[src/rdoi_pkg.sv]
// Purpose: Shared constants and types for the receiver data output block.
// Assumes: APB slave, 32-bit words, byte addresses on word boundaries.
// Notes:   Functional notes follow.

package rdoi_pkg;

   ////////////////////////////////////////////////////////////////////////////
   // Register byte offsets
   localparam logic [7:0] OFS_CONTROL = 8'h00; // Mode, set select, wake-up
   localparam logic [7:0] OFS_PINCFG  = 8'h04; // Strobe and alert polarity
   localparam logic [7:0] OFS_ALERTEN = 8'h08; // Alert source enables
   localparam logic [7:0] OFS_STATUS  = 8'h0C; // Event flags, read clears
   localparam logic [7:0] OFS_BUFDATA = 8'h10; // Buffer pop with status
   localparam logic [7:0] OFS_TICKDIV = 8'h14; // Clocks per timebase tick
   localparam logic [7:0] OFS_SETCFG  = 8'h18; // Mode per config set

   // Field positions
   localparam int CTL_MODE_LSB = 0;  // 3-bit mode
   localparam int CTL_WAKE_LSB = 4;  // 2-bit wake-up criterion
   localparam int CTL_SET_LSB  = 8;  // 2-bit active set
   localparam int CTL_AUTO_BIT = 12; // Autonomous set rotation
   localparam int PIN_PSTR_BIT = 0;  // Payload strobe inverted
   localparam int PIN_CSTR_BIT = 1;  // Chip strobe inverted
   localparam int PIN_ALRT_BIT = 2;  // Alert active high

   // Reset values
   localparam logic [31:0] RST_CONTROL = 32'h0000_0000;
   localparam logic [2:0]  RST_PINCFG  = 3'h0;
   localparam logic [3:0]  RST_ALERTEN = 4'h1;
   localparam logic [15:0] RST_TICKDIV = 16'h0001;

   // Strobe placement in sixteenths of a period
   localparam logic [3:0] PSTR_START = 4'h1; // Tbit/16
   localparam logic [3:0] PSTR_STOP  = 4'h9; // plus Tbit/2
   localparam logic [3:0] CSTR_START = 4'h2; // Tchip/8
   localparam logic [3:0] CSTR_STOP  = 4'hA; // plus Tchip/2

   // Status word fields
   localparam int STW_OVF_BIT = 7;

   // Receive modes
   typedef enum logic [2:0] {
      RDOI_PACKET_BUFFER = 3'h0,
      RDOI_PAYLOAD_PIN   = 3'h1,
      RDOI_CHIP_STROBE   = 3'h2,
      RDOI_MATCHED_FILT  = 3'h3,
      RDOI_RAW_SLICER    = 3'h4
   } rdoi_mode_t;

   // Wake-up criteria
   typedef enum logic [1:0] {
      RDOI_WAKE_RSSI    = 2'h0,
      RDOI_WAKE_SIGNAL  = 2'h1,
      RDOI_WAKE_SYNC    = 2'h2,
      RDOI_WAKE_PATTERN = 2'h3
   } rdoi_wake_t;

   // Demodulator side inputs
   typedef struct packed {
      logic active;      // Receiver in a receive phase
      logic chip;        // Line-encoded chip stream
      logic chip_edge;   // One-cycle mark of each chip start
      logic bit_valid;   // Decoded bit pulse
      logic bit_val;     // Decoded bit value
      logic payload;     // Bit belongs to payload, not headers
      logic frame_end;   // End of message pulse
      logic mf2_sign;    // Two-chip matched filter sign
      logic mf1_data;    // One-chip matched filter data
   } rdoi_demod_t;

   // Pin outputs
   typedef struct packed {
      logic payload_data_out;
      logic payload_strobe_out;
      logic chip_data_out;
      logic chip_strobe_out;
      logic matched_filter_out;
      logic raw_data_out;
   } rdoi_pins_t;

endpackage

[src/rdoi_top.sv]
// Purpose: Receive data output interface with APB registers.
// Assumes: Demodulator inputs are synchronous to pclk.
// Notes:   Buffer is 32 bits; a read word holds its low 24 bits above the status byte.

`timescale 1ns/10ps
`default_nettype none

module rdoi_top #(
   parameter int BUF_BITS = 32 // Payload buffer depth in bits
) (
   input  wire logic                 pclk,
   input  wire logic                 presetn,
   input  wire logic                 psel,
   input  wire logic                 penable,
   input  wire logic                 pwrite,
   input  wire logic [7:0]           paddr,
   input  wire logic [31:0]          pwdata,
   output logic      [31:0]          prdata,
   output logic                      pready,
   output logic                      pslverr,
   input  wire rdoi_pkg::rdoi_demod_t demod,
   output rdoi_pkg::rdoi_pins_t      pins,
   output logic                      alert_out_n,
   output logic      [1:0]           active_set
);

   ////////////////////////////////////////////////////////////////////////////
   // Registers
   logic [31:0]             control;   // Mode, wake, set fields
   logic [2:0]              pincfg;    // Polarities
   logic [3:0]              alerten;   // Alert enables
   logic [3:0]              events;    // Sticky event flags
   logic [15:0]             tickdiv;   // Timebase divider
   logic [11:0]             setcfg;    // Three bits per set
   logic [BUF_BITS-1:0]     buf_bits;  // Payload store
   logic [5:0]              buf_cnt;   // Valid bits
   logic                    buf_ovf;   // Overflow seen
   logic                    pkt_ready; // Packet complete

   // Bus decode
   wire        acc      = psel & penable;
   wire        wr       = acc & pwrite;
   wire        rd       = acc & ~pwrite;
   wire        hit_ctl  = (paddr == rdoi_pkg::OFS_CONTROL);
   wire        hit_pin  = (paddr == rdoi_pkg::OFS_PINCFG);
   wire        hit_aen  = (paddr == rdoi_pkg::OFS_ALERTEN);
   wire        hit_sts  = (paddr == rdoi_pkg::OFS_STATUS);
   wire        hit_buf  = (paddr == rdoi_pkg::OFS_BUFDATA);
   wire        hit_div  = (paddr == rdoi_pkg::OFS_TICKDIV);
   wire        hit_set  = (paddr == rdoi_pkg::OFS_SETCFG);
   wire        mapped   = hit_ctl | hit_pin | hit_aen | hit_sts |
                          hit_buf | hit_div | hit_set;

   // Mode and wake-up selection
   wire logic [2:0] mode_raw  = control[rdoi_pkg::CTL_MODE_LSB +: 3];
   wire logic [1:0] wake_raw  = control[rdoi_pkg::CTL_WAKE_LSB +: 2];
   wire logic       auto_rot  = control[rdoi_pkg::CTL_AUTO_BIT];
   wire logic [2:0] set_mode  = setcfg[active_set*3 +: 3];
   wire logic [2:0] mode_sel  = auto_rot ? set_mode : mode_raw;
   // Codes above four fall back to buffer mode
   wire logic       mode_ok   = (mode_sel <= 3'h4);
   wire rdoi_pkg::rdoi_mode_t mode =
      mode_ok ? rdoi_pkg::rdoi_mode_t'(mode_sel) : rdoi_pkg::RDOI_PACKET_BUFFER;

   // Filter modes allow only level RSSI; chip mode forbids pattern
   wire logic wake_ok =
      (mode == rdoi_pkg::RDOI_MATCHED_FILT || mode == rdoi_pkg::RDOI_RAW_SLICER)
         ? (wake_raw == rdoi_pkg::RDOI_WAKE_RSSI)
         : (mode == rdoi_pkg::RDOI_CHIP_STROBE)
            ? (wake_raw != rdoi_pkg::RDOI_WAKE_PATTERN)
            : 1'b1;

   wire logic rx_on = demod.active & wake_ok;

   ////////////////////////////////////////////////////////////////////////////
   // APB writes and register state
   always_ff @(posedge pclk or negedge presetn) begin
      if (!presetn) begin
         control <= rdoi_pkg::RST_CONTROL;
         pincfg  <= rdoi_pkg::RST_PINCFG;
         alerten <= rdoi_pkg::RST_ALERTEN;
         tickdiv <= rdoi_pkg::RST_TICKDIV;
         setcfg  <= 12'h000;
      end else if (wr) begin
         if (hit_ctl) control <= pwdata;
         if (hit_pin) pincfg  <= pwdata[2:0];
         if (hit_aen) alerten <= pwdata[3:0];
         if (hit_div) tickdiv <= pwdata[15:0];
         if (hit_set) setcfg  <= pwdata[11:0];
      end
   end

   ////////////////////////////////////////////////////////////////////////////
   // Autonomous configuration set rotation at end of each receive phase
   logic active_d;
   always_ff @(posedge pclk or negedge presetn) begin
      if (!presetn) begin
         active_d   <= 1'b0;
         active_set <= 2'h0;
      end else begin
         active_d <= demod.active;
         if (!auto_rot)
            active_set <= control[rdoi_pkg::CTL_SET_LSB +: 2];
         else if (active_d && !demod.active)
            active_set <= active_set + 2'h1;
      end
   end

   ////////////////////////////////////////////////////////////////////////////
   // Payload buffer, packet modes only
   wire logic pkt_mode  = (mode == rdoi_pkg::RDOI_PACKET_BUFFER) ||
                          (mode == rdoi_pkg::RDOI_PAYLOAD_PIN);
   // Headers and wake-up frames are dropped here
   wire logic buf_wr    = rx_on & pkt_mode & demod.bit_valid &
                          demod.payload;
   // Emptied at the setup edge that captures the word, so a bit landing
   // between setup and access stays for the next read
   wire logic buf_rd    = psel & ~penable & ~pwrite & hit_buf;
   wire logic buf_full  = (buf_cnt == 6'(BUF_BITS));

   always_ff @(posedge pclk or negedge presetn) begin
      if (!presetn) begin
         buf_bits <= '0;
         buf_cnt  <= 6'h00;
         buf_ovf  <= 1'b0;
      end else if (buf_rd) begin
         // A read empties the store; a bit landing now starts the next one
         buf_bits <= buf_wr ? BUF_BITS'(demod.bit_val) : '0;
         buf_cnt  <= buf_wr ? 6'h01 : 6'h00;
         buf_ovf  <= 1'b0;
      end else if (buf_wr) begin
         if (buf_full) begin
            buf_ovf <= 1'b1;
         end else begin
            buf_bits[buf_cnt[4:0]] <= demod.bit_val;
            buf_cnt <= buf_cnt + 6'h01;
         end
      end
   end

   ////////////////////////////////////////////////////////////////////////////
   // Events: packet ready, overflow, frame end, receiver start
   wire logic [3:0] ev_set = {rx_on & ~active_d,
                              rx_on & demod.frame_end,
                              buf_wr & buf_full,
                              rx_on & pkt_mode & demod.frame_end};
   wire logic       sts_rd = rd & hit_sts;

   // Set wins over a read clear in the same cycle; a read clears only the
   // flags shown in its captured word, so a late event is not lost
   always_ff @(posedge pclk or negedge presetn) begin
      if (!presetn) begin
         events    <= 4'h0;
         pkt_ready <= 1'b0;
      end else begin
         events    <= (sts_rd ? events & ~prdata[3:0] : events) |
                      ev_set;
         pkt_ready <= (buf_rd ? 1'b0 : pkt_ready) | ev_set[0];
      end
   end

   // Dedicated alert pin, polarity selectable, default active low
   wire logic alert_act = |(events & alerten);
   wire logic alert_hi  = pincfg[rdoi_pkg::PIN_ALRT_BIT];
   assign alert_out_n = alert_hi ? alert_act : ~alert_act;

   ////////////////////////////////////////////////////////////////////////////
   // Read data, only in answer to an access
   wire logic [7:0] stat_word = {buf_ovf, 1'b0, buf_cnt};
   wire logic [31:0] rd_mux =
      hit_ctl ? control :
      hit_pin ? {29'h0, pincfg} :
      hit_aen ? {28'h0, alerten} :
      hit_sts ? {27'h0, pkt_ready, events} :
      hit_buf ? {buf_bits[23:0], stat_word} :
      hit_div ? {16'h0, tickdiv} :
      hit_set ? {20'h0, setcfg} : 32'h0;

   always_ff @(posedge pclk or negedge presetn) begin
      if (!presetn)
         prdata <= 32'h0000_0000;
      else if (psel && !penable && !pwrite)
         prdata <= rd_mux;
   end

   // Data stays stable through access; buffer read shows status from before the pop
   assign pready  = 1'b1;
   assign pslverr = acc & ~mapped;

   ////////////////////////////////////////////////////////////////////////////
   // Timebase: sixteen ticks per bit or chip period
   logic [15:0] div_cnt;
   logic [3:0]  phase;
   logic        last_bit;
   logic        pdata;
   logic        chip_d;   // Chip stream delayed to match the phase count
   wire logic   tick     = (div_cnt >= tickdiv - 16'h0001);
   wire logic   restart  = (mode == rdoi_pkg::RDOI_PAYLOAD_PIN) ?
                           buf_wr : demod.chip_edge;

   always_ff @(posedge pclk or negedge presetn) begin
      if (!presetn) begin
         div_cnt <= 16'h0000;
         phase   <= 4'h0;
      end else if (restart) begin
         div_cnt <= 16'h0000;
         phase   <= 4'h0;
      end else if (tick) begin
         div_cnt <= 16'h0000;
         phase   <= (phase == 4'hF) ? phase : phase + 4'h1;
      end else begin
         div_cnt <= div_cnt + 16'h0001;
      end
   end

   // Decoded payload bit held until the next one; chip stream delayed one
   // clock so the pin changes as the restarted phase counts from zero
   always_ff @(posedge pclk or negedge presetn) begin
      if (!presetn) begin
         last_bit <= 1'b0;
         chip_d   <= 1'b0;
      end else begin
         chip_d <= demod.chip;
         if (buf_wr)
            last_bit <= demod.bit_val;
      end
   end

   wire logic pstr_win = (phase >= rdoi_pkg::PSTR_START) &&
                         (phase <  rdoi_pkg::PSTR_STOP);
   wire logic cstr_win = (phase >= rdoi_pkg::CSTR_START) &&
                         (phase <  rdoi_pkg::CSTR_STOP);

   // Output pin values per mode; all low while inactive
   wire logic pp_on = rx_on & (mode == rdoi_pkg::RDOI_PAYLOAD_PIN);
   wire logic cs_on = rx_on & (mode == rdoi_pkg::RDOI_CHIP_STROBE);
   wire logic mf_on = rx_on & (mode == rdoi_pkg::RDOI_MATCHED_FILT);
   wire logic rs_on = rx_on & (mode == rdoi_pkg::RDOI_RAW_SLICER);

   ////////////////////////////////////////////////////////////////////////////
   // Registered pins; buffer mode drives none of them
   always_ff @(posedge pclk or negedge presetn) begin
      if (!presetn) begin
         pins <= '0;
      end else begin
         pins.payload_data_out   <= pp_on & last_bit;
         pins.payload_strobe_out <= pp_on &
            (pstr_win ^ pincfg[rdoi_pkg::PIN_PSTR_BIT]);
         pins.chip_data_out      <= cs_on & chip_d;
         pins.chip_strobe_out    <= cs_on &
            (cstr_win ^ pincfg[rdoi_pkg::PIN_CSTR_BIT]);
         pins.matched_filter_out <= mf_on & demod.mf2_sign;
         pins.raw_data_out       <= rs_on & demod.mf1_data;
      end
   end
   // Buffer mode leaves all pins at zero, data only over the bus

endmodule

`default_nettype wire

[config.mk]
export PLATFORM = sky130hd
export DESIGN_NAME = rdoi_top
export DESIGN_NICKNAME = d
export VERILOG_FILES = /design/src/rdoi_pkg.sv /design/src/rdoi_top.sv
export SDC_FILE = /design/constraint.sdc
export NUM_CORES = 1
export LEC_CHECK = 0
export BUFFER_PORTS_ARGS = -buffer_cell sky130_fd_sc_hd__buf_4
export CAP_MARGIN = 5
export CORE_ASPECT_RATIO = 0.7
export CORE_UTILIZATION = 30
export CTS_BUF_LIST = sky130_fd_sc_hd__clkbuf_2
export DETAILED_ROUTE_END_ITERATION = 16
export PLACE_DENSITY = 0.54
export SYNTH_ARGS = -nofsm -noshare
export SYNTH_HDL_FRONTEND = slang
export SYNTH_SLANG_ARGS = --single-unit
[constraint.sdc]
create_clock -name pclk -period 4.2 [get_ports pclk]
set_input_delay 0.84 -clock pclk [delete_from_list [all_inputs] [get_ports pclk]]
set_output_delay 0.84 -clock pclk [all_outputs]
set_load 0.005 [all_outputs]
Word-level counts from Yosys, hierarchy flattened
Cells that the tools add are included.
{"block": "classes", "mul": 1, "mux": 36, "n_lt_le_gt_ge": 8, "div_mod_pow": 0, "shift": 1, "n_bitwise": 44, "n_reduce_logical": 26, "n_eq_ne": 16, "addsub": 5}
{"op": "32-bit two-way mux", "n": 8}
{"op": "16-bit two-way mux", "n": 3}
{"op": "32-bit bitwise mux", "n": 1}
{"op": "1-bit AND", "n": 26}
{"op": "8-bit by 5-bit equality test with 1-bit output, second input constant", "n": 3}
{"op": "6-bit two-way mux", "n": 3}
{"op": "16-bit by 1-bit adder with 16-bit output, second input constant", "n": 1}
{"op": "8-bit by 4-bit equality test with 1-bit output, second input constant", "n": 2}
{"op": "16-bit greater-or-equal comparator", "n": 1}
{"op": "4-bit two-way mux", "n": 4}
{"op": "2-bit AND reduction", "n": 8}
{"op": "16-bit by 1-bit subtractor with 16-bit output, second input constant", "n": 1}
{"op": "12-bit two-way mux", "n": 1}
{"op": "12-bit by 5-bit indexed part select with 3-bit output", "n": 1}
{"op": "1-bit two-way mux", "n": 11}
{"op": "4-bit AND", "n": 2}
{"op": "8-bit by 3-bit equality test with 1-bit output, second input constant", "n": 1}
{"op": "8-bit logical NOT", "n": 1}
{"op": "4-bit less-than comparator, second input constant", "n": 2}
{"op": "1-bit bitwise OR", "n": 7}
{"op": "6-bit by 1-bit adder with 6-bit output, second input constant", "n": 1}
{"op": "3-bit by 2-bit equality test with 1-bit output, second input constant", "n": 2}
{"op": "6-bit equality test, second input constant", "n": 1}
{"op": "1-bit logical AND", "n": 6}
{"op": "26 further kinds", "n": 40}
{"block": "totals", "ff_bits": 174, "out_inout_bits": 43, "input_bits": 54, "elab_cells": 160, "ram_bits": 0, "latchBits": 0, "mem_bits_ro": 0, "memories": 0}

Logic depth before layout (Yosys ltp)
{"block": "logic_depth", "depth_word": 15, "mapped_depth": 16, "mapped_depth_nobuf": 15}

Least setup slack after synthesis
Ideal clock, no wire load.
{"block": "synth_path", "kind": "reg-to-reg", "from": "reg tickdiv[2]", "to": "reg phase[2]", "path_stages_with_launch": 13, "arrival_time_ns": 3.010, "period_less_slack_ns": 3.144, "setup_time_ns": 0.134, "setup_slack_ns": 1.056, "path_buffers": 0, "required_ns": 4.066, "cell_sequence": "dfrtp_1 > nor3_1 > nand2b_1 > nor4_1 > nand2_1 > nor3_1 > xnor2_1 > ha_1 > nand4_1 > or3_1 > o21ai_0 > and4b_1 > nor3_1"}
{"block": "synth_via", "elab_chain_cells": 4}
{"item": "start: declaration", "line": "rdoi_top.sv:33", "text": "logic [15:0] tickdiv;"}
{"item": "start signal: assignment", "line": "rdoi_top.sv:82", "text": "tickdiv <= rdoi_pkg::RST_TICKDIV;"}
{"item": "start signal: assignment", "line": "rdoi_top.sv:88", "text": "if (hit_div) tickdiv <= pwdata[15:0];"}
{"item": "16-bit by 1-bit subtractor with 16-bit output", "line": "rdoi_top.sv:197", "text": "wire logic tick = (div_cnt >= tickdiv - 16'h0001);"}
{"item": "16-bit greater-or-equal comparator", "line": "rdoi_top.sv:197"}
{"item": "2-bit nonzero test (no line)"}
{"item": "2-bit AND reduction (no line)"}
{"item": "end signal: assignment", "line": "rdoi_top.sv:210", "text": "phase <= (phase == 4'hF) ? phase : phase + 4'h1;"}
{"item": "end: declaration", "line": "rdoi_top.sv:193", "text": "logic [3:0] phase;"}
No other way between the ends.
A chain may end at the register's enable or synchronous reset.

Final worst setup path
{"block": "layout_path", "from": "reg tickdiv[2]", "to": "reg phase[3]"}
Same word-level chain as after synthesis.

==> flow_summary.json <==
{
  "outcome": "complete, no violations",
  "numPortBuffers": 95,
  "synth_cell_types": 62,
  "crit_path_max_fanout": 6,
  "hold_viol": 0,
  "rsz0062_at_grt": "false",
  "num_io_pins": 97,
  "synth_area_um2": 8490,
  "muxShareOfSynthArea_pct": 11.8,
  "nFillCells": 2833,
  "critPathRequiredTime_ns": 4.86,
  "synth_top_family_by_area": "simple AND/OR/NAND/NOR gates",
  "r2r_cells": 12,
  "fmax_mhz": 262,
  "holdWs_ns": 0.0458,
  "finalCriticalPeriod_ns": 3.82,
  "max_slew.worst_pin.slew_ns": 0.870,
  "die_h_um": 143,
  "grt-ovfl-total": 0,
  "viasPerCell": 5.11,
  "final_antenna_net_count": 0,
  "p_leak_nw": 4.52,
  "yosys_most_used_dff": "dfrtp_1",
  "rows": 51,
  "slew_headroom_pct": 41.7,
  "cts_max_path_buffers": 2,
  "hp-class": "in2async",
  "post-cts-setup-buffer-count": 0,
  "drv_slew": 0,
  "drtIter0Drc": 469,
  "cts_resized": 0,
  "diodes": 0,
  "yosysTopAreaCell": "dfrtp_1",
  "remaining_drc_errors": 0,
  "intPower_mw": 2.20,
  "grt_max_degree": 78,
  "layout_common_cells": "dfrtp_1, buf_4, nor2_1",
  "yosys_warnings": 0,
  "synth_edf_count": 0,
  "synth_top_cell_area_share_pct": 48.3,
  "rr_endpoint": "phase[3]",
  "gp_congestion": 0.870,
  "antenna_found_initial": 0,
  "cp_top_family": "simple AND/OR/NAND/NOR gates",
  "insertion_delay_ns": 0.77,
  "numCtsBuffers": 17,
  "p_per_area_nw_per_um2": 335,
  "avgSynthCellArea_um2": 10.5,
  "core_um2": 27800,
  "p_comb_share_pct": 16.1,
  "first_pass_iters": 5,
  "wl_per_cell_um": 19.5,
  "setup_viol": 0,
  "cp.buffers_inverters": 0,
  "setup_tns_ns": 0,
  "fin_skew_ns": 0.0406,
  "synth_fa_ha_area_share_pct": 3.83,
  "syn_inst": 810,
  "synthXorXnorAreaFrac_pct": 3.82,
  "final_common_cell": "dfrtp_1",
  "area_growth_pct": 15.6,
  "cts_sinks": 166,
  "vias": 6550,
  "dpl.hpwl_um": 18400,
  "vdd_drop_max_uv": 214,
  "tritoncts": "yes",
  "yosys_register_bits": 166,
  "p_seq_share_pct": 58.4,
  "worstSetupPathType": "reg2reg",
  "wirelength_um": 24900,
  "r2r_slack_ns": 0.38,
  "end_kind": "flip-flop",
  "cp_slowest_cell": "o21ai_0",
  "drive_gt1_share_pct": 21.5,
  "synth_area_leaders": "dfrtp_1, mux2_2, mux2_1",
  "r2r_start": "tickdiv[2]",
  "cp_common_cell": "nor3_1",
  "slowest_delay_ns": 0.60,
  "initial_core_util_pct": 30.5,
  "synth-simple-area-share_pct": 16.2,
  "worstPathCellList": "nor3_1, nand2b_1, nor4_1, nand2_1, nor3_1, xnor2_1, ha_1, nand4_1, or3_1, o21ai_0, and4b_1, nor3_1",
  "seq_area_frac_synth_pct": 49.0,
  "arrival_ns": 4.48,
  "nets": 977,
  "period_share_pct": 91.0,
  "synth_compound_area_share_pct": 11.7,
  "clockRootBuffer": "clkbuf_2",
  "die_w_um": 203,
  "cts.htree.levels": 4,
  "path_clk_slew_ns": 0.27,
  "grt_pass1_vias": 6353,
  "synthArstFlopShare_pct": 100,
  "swShare_pct": 33.0,
  "start_kind": "flip-flop",
  "power.switching_mw": 1.09,
  "hold_buffers": 0,
  "pwr-share-clk_pct": 25.5,
  "synth_nets": 890,
  "track_usage_pct": 17.9,
  "grt_pass1_wl_um": 38900,
  "drv_cap": 0,
  "dieArea_um2": 29000
}
## power groups by stage
stage	Combinational, mW	Sequential, mW	Clock (mW)
final	0.529	1.92	0.838
after CTS	0.535	1.92	0.873
after detailed placement	0.532	1.95	0
after floorplan	0.314	1.85	0
after global routing	0.595	1.95	0.944
after global placement	0.526	1.95	0
## cell families after synthesis
logic type,count (synthesis)
AND/OR/NAND/NOR,273
XOR/XNOR,37
adder cells (fa/ha/maj),26
flip-flops,166
other,1
buffers and inverters,66
multiplexers,90
AO/OA/AOI/OAI,151
## sequential cells by signal, summed over array words and instances (netlist names)
signal / cells
div_cnt: 16
phase: 4
active_d: 1
buf_ovf: 1
pkt_ready: 1
prdata: 32
tickdiv: 16
setcfg: 12
last_bit: 1
active_set: 2
pincfg: 3
buf_bits: 24
chip_d: 1
events: 4
pins: 6
control: 32
buf_cnt: 6
alerten: 4
## synthesized netlist by cell type, drive strengths merged, types with 7 or more instances
| master | count |
|---|---|
| a22oi | 18 |
| o21ai | 27 |
| ha | 26 |
| nor3 | 8 |
| nand2 | 67 |
| nand4 | 15 |
| mux2i | 20 |
| nand2b | 8 |
| clkbuf | 29 |
| mux2 | 69 |
| buf | 17 |
| a31oi | 11 |
| nor2b | 14 |
| a21oi | 45 |
| nor2 | 78 |
| nand3 | 34 |
| and3 | 12 |
| xnor2 | 19 |
| a221oi | 11 |
| dfrtp | 164 |
| o211ai | 8 |
| inv | 20 |
| xor2 | 18 |
| and2 | 7 |
## through the flow
stage          power (mW)  setup WS [ns]  util, %  std cells  cell area (µm²)
3_3_place_gp         2.48          0.540     34.5       1249             9600
4_1_cts              3.33          0.420     35.3       1281             9820
6_report             3.29          0.379     35.3       1281             9820
5_1_grt              3.49         0.0549     35.3       1281             9820
2_1_floorplan        2.17           1.06        -        810             8490
3_5_place_dp         2.49          0.479     34.5       1249             9600
## how the worst max path moves through the flow
stage / start / end / depth (start not counted)
2_1_floorplan: tickdiv[2] / phase[2] / 12
3_3_place_gp: tickdiv[0] / phase[2] / 14
3_5_place_dp: tickdiv[2] / phase[2] / 12
4_1_cts: tickdiv[2] / phase[3] / 12
5_1_grt: tickdiv[2] / phase[3] / 12
6_report: tickdiv[2] / phase[3] / 12
## final cells by class
cell class              instances  area, µm²  area share (%)
clock buffers                  17       85.1           0.867
clock inverters                15        129            1.31
inverters                      20       75.1           0.765
multi-input cells             578       4040            41.1
flip-flops and latches        166       4160            42.3
well taps                     371        464            4.73
repair buffers                114        872            8.88
## routing by layer
metal	vias to the layer above	track usage, %	part of all wire (%)
li1	3096	-	-
met1	3277	28.5	55
met2	166	23.4	38
met3	11	4.86	5.9
met4	0	3.05	0.56
met5	-	0	0
No activity file was read; power rests on OpenSTA's default activity.
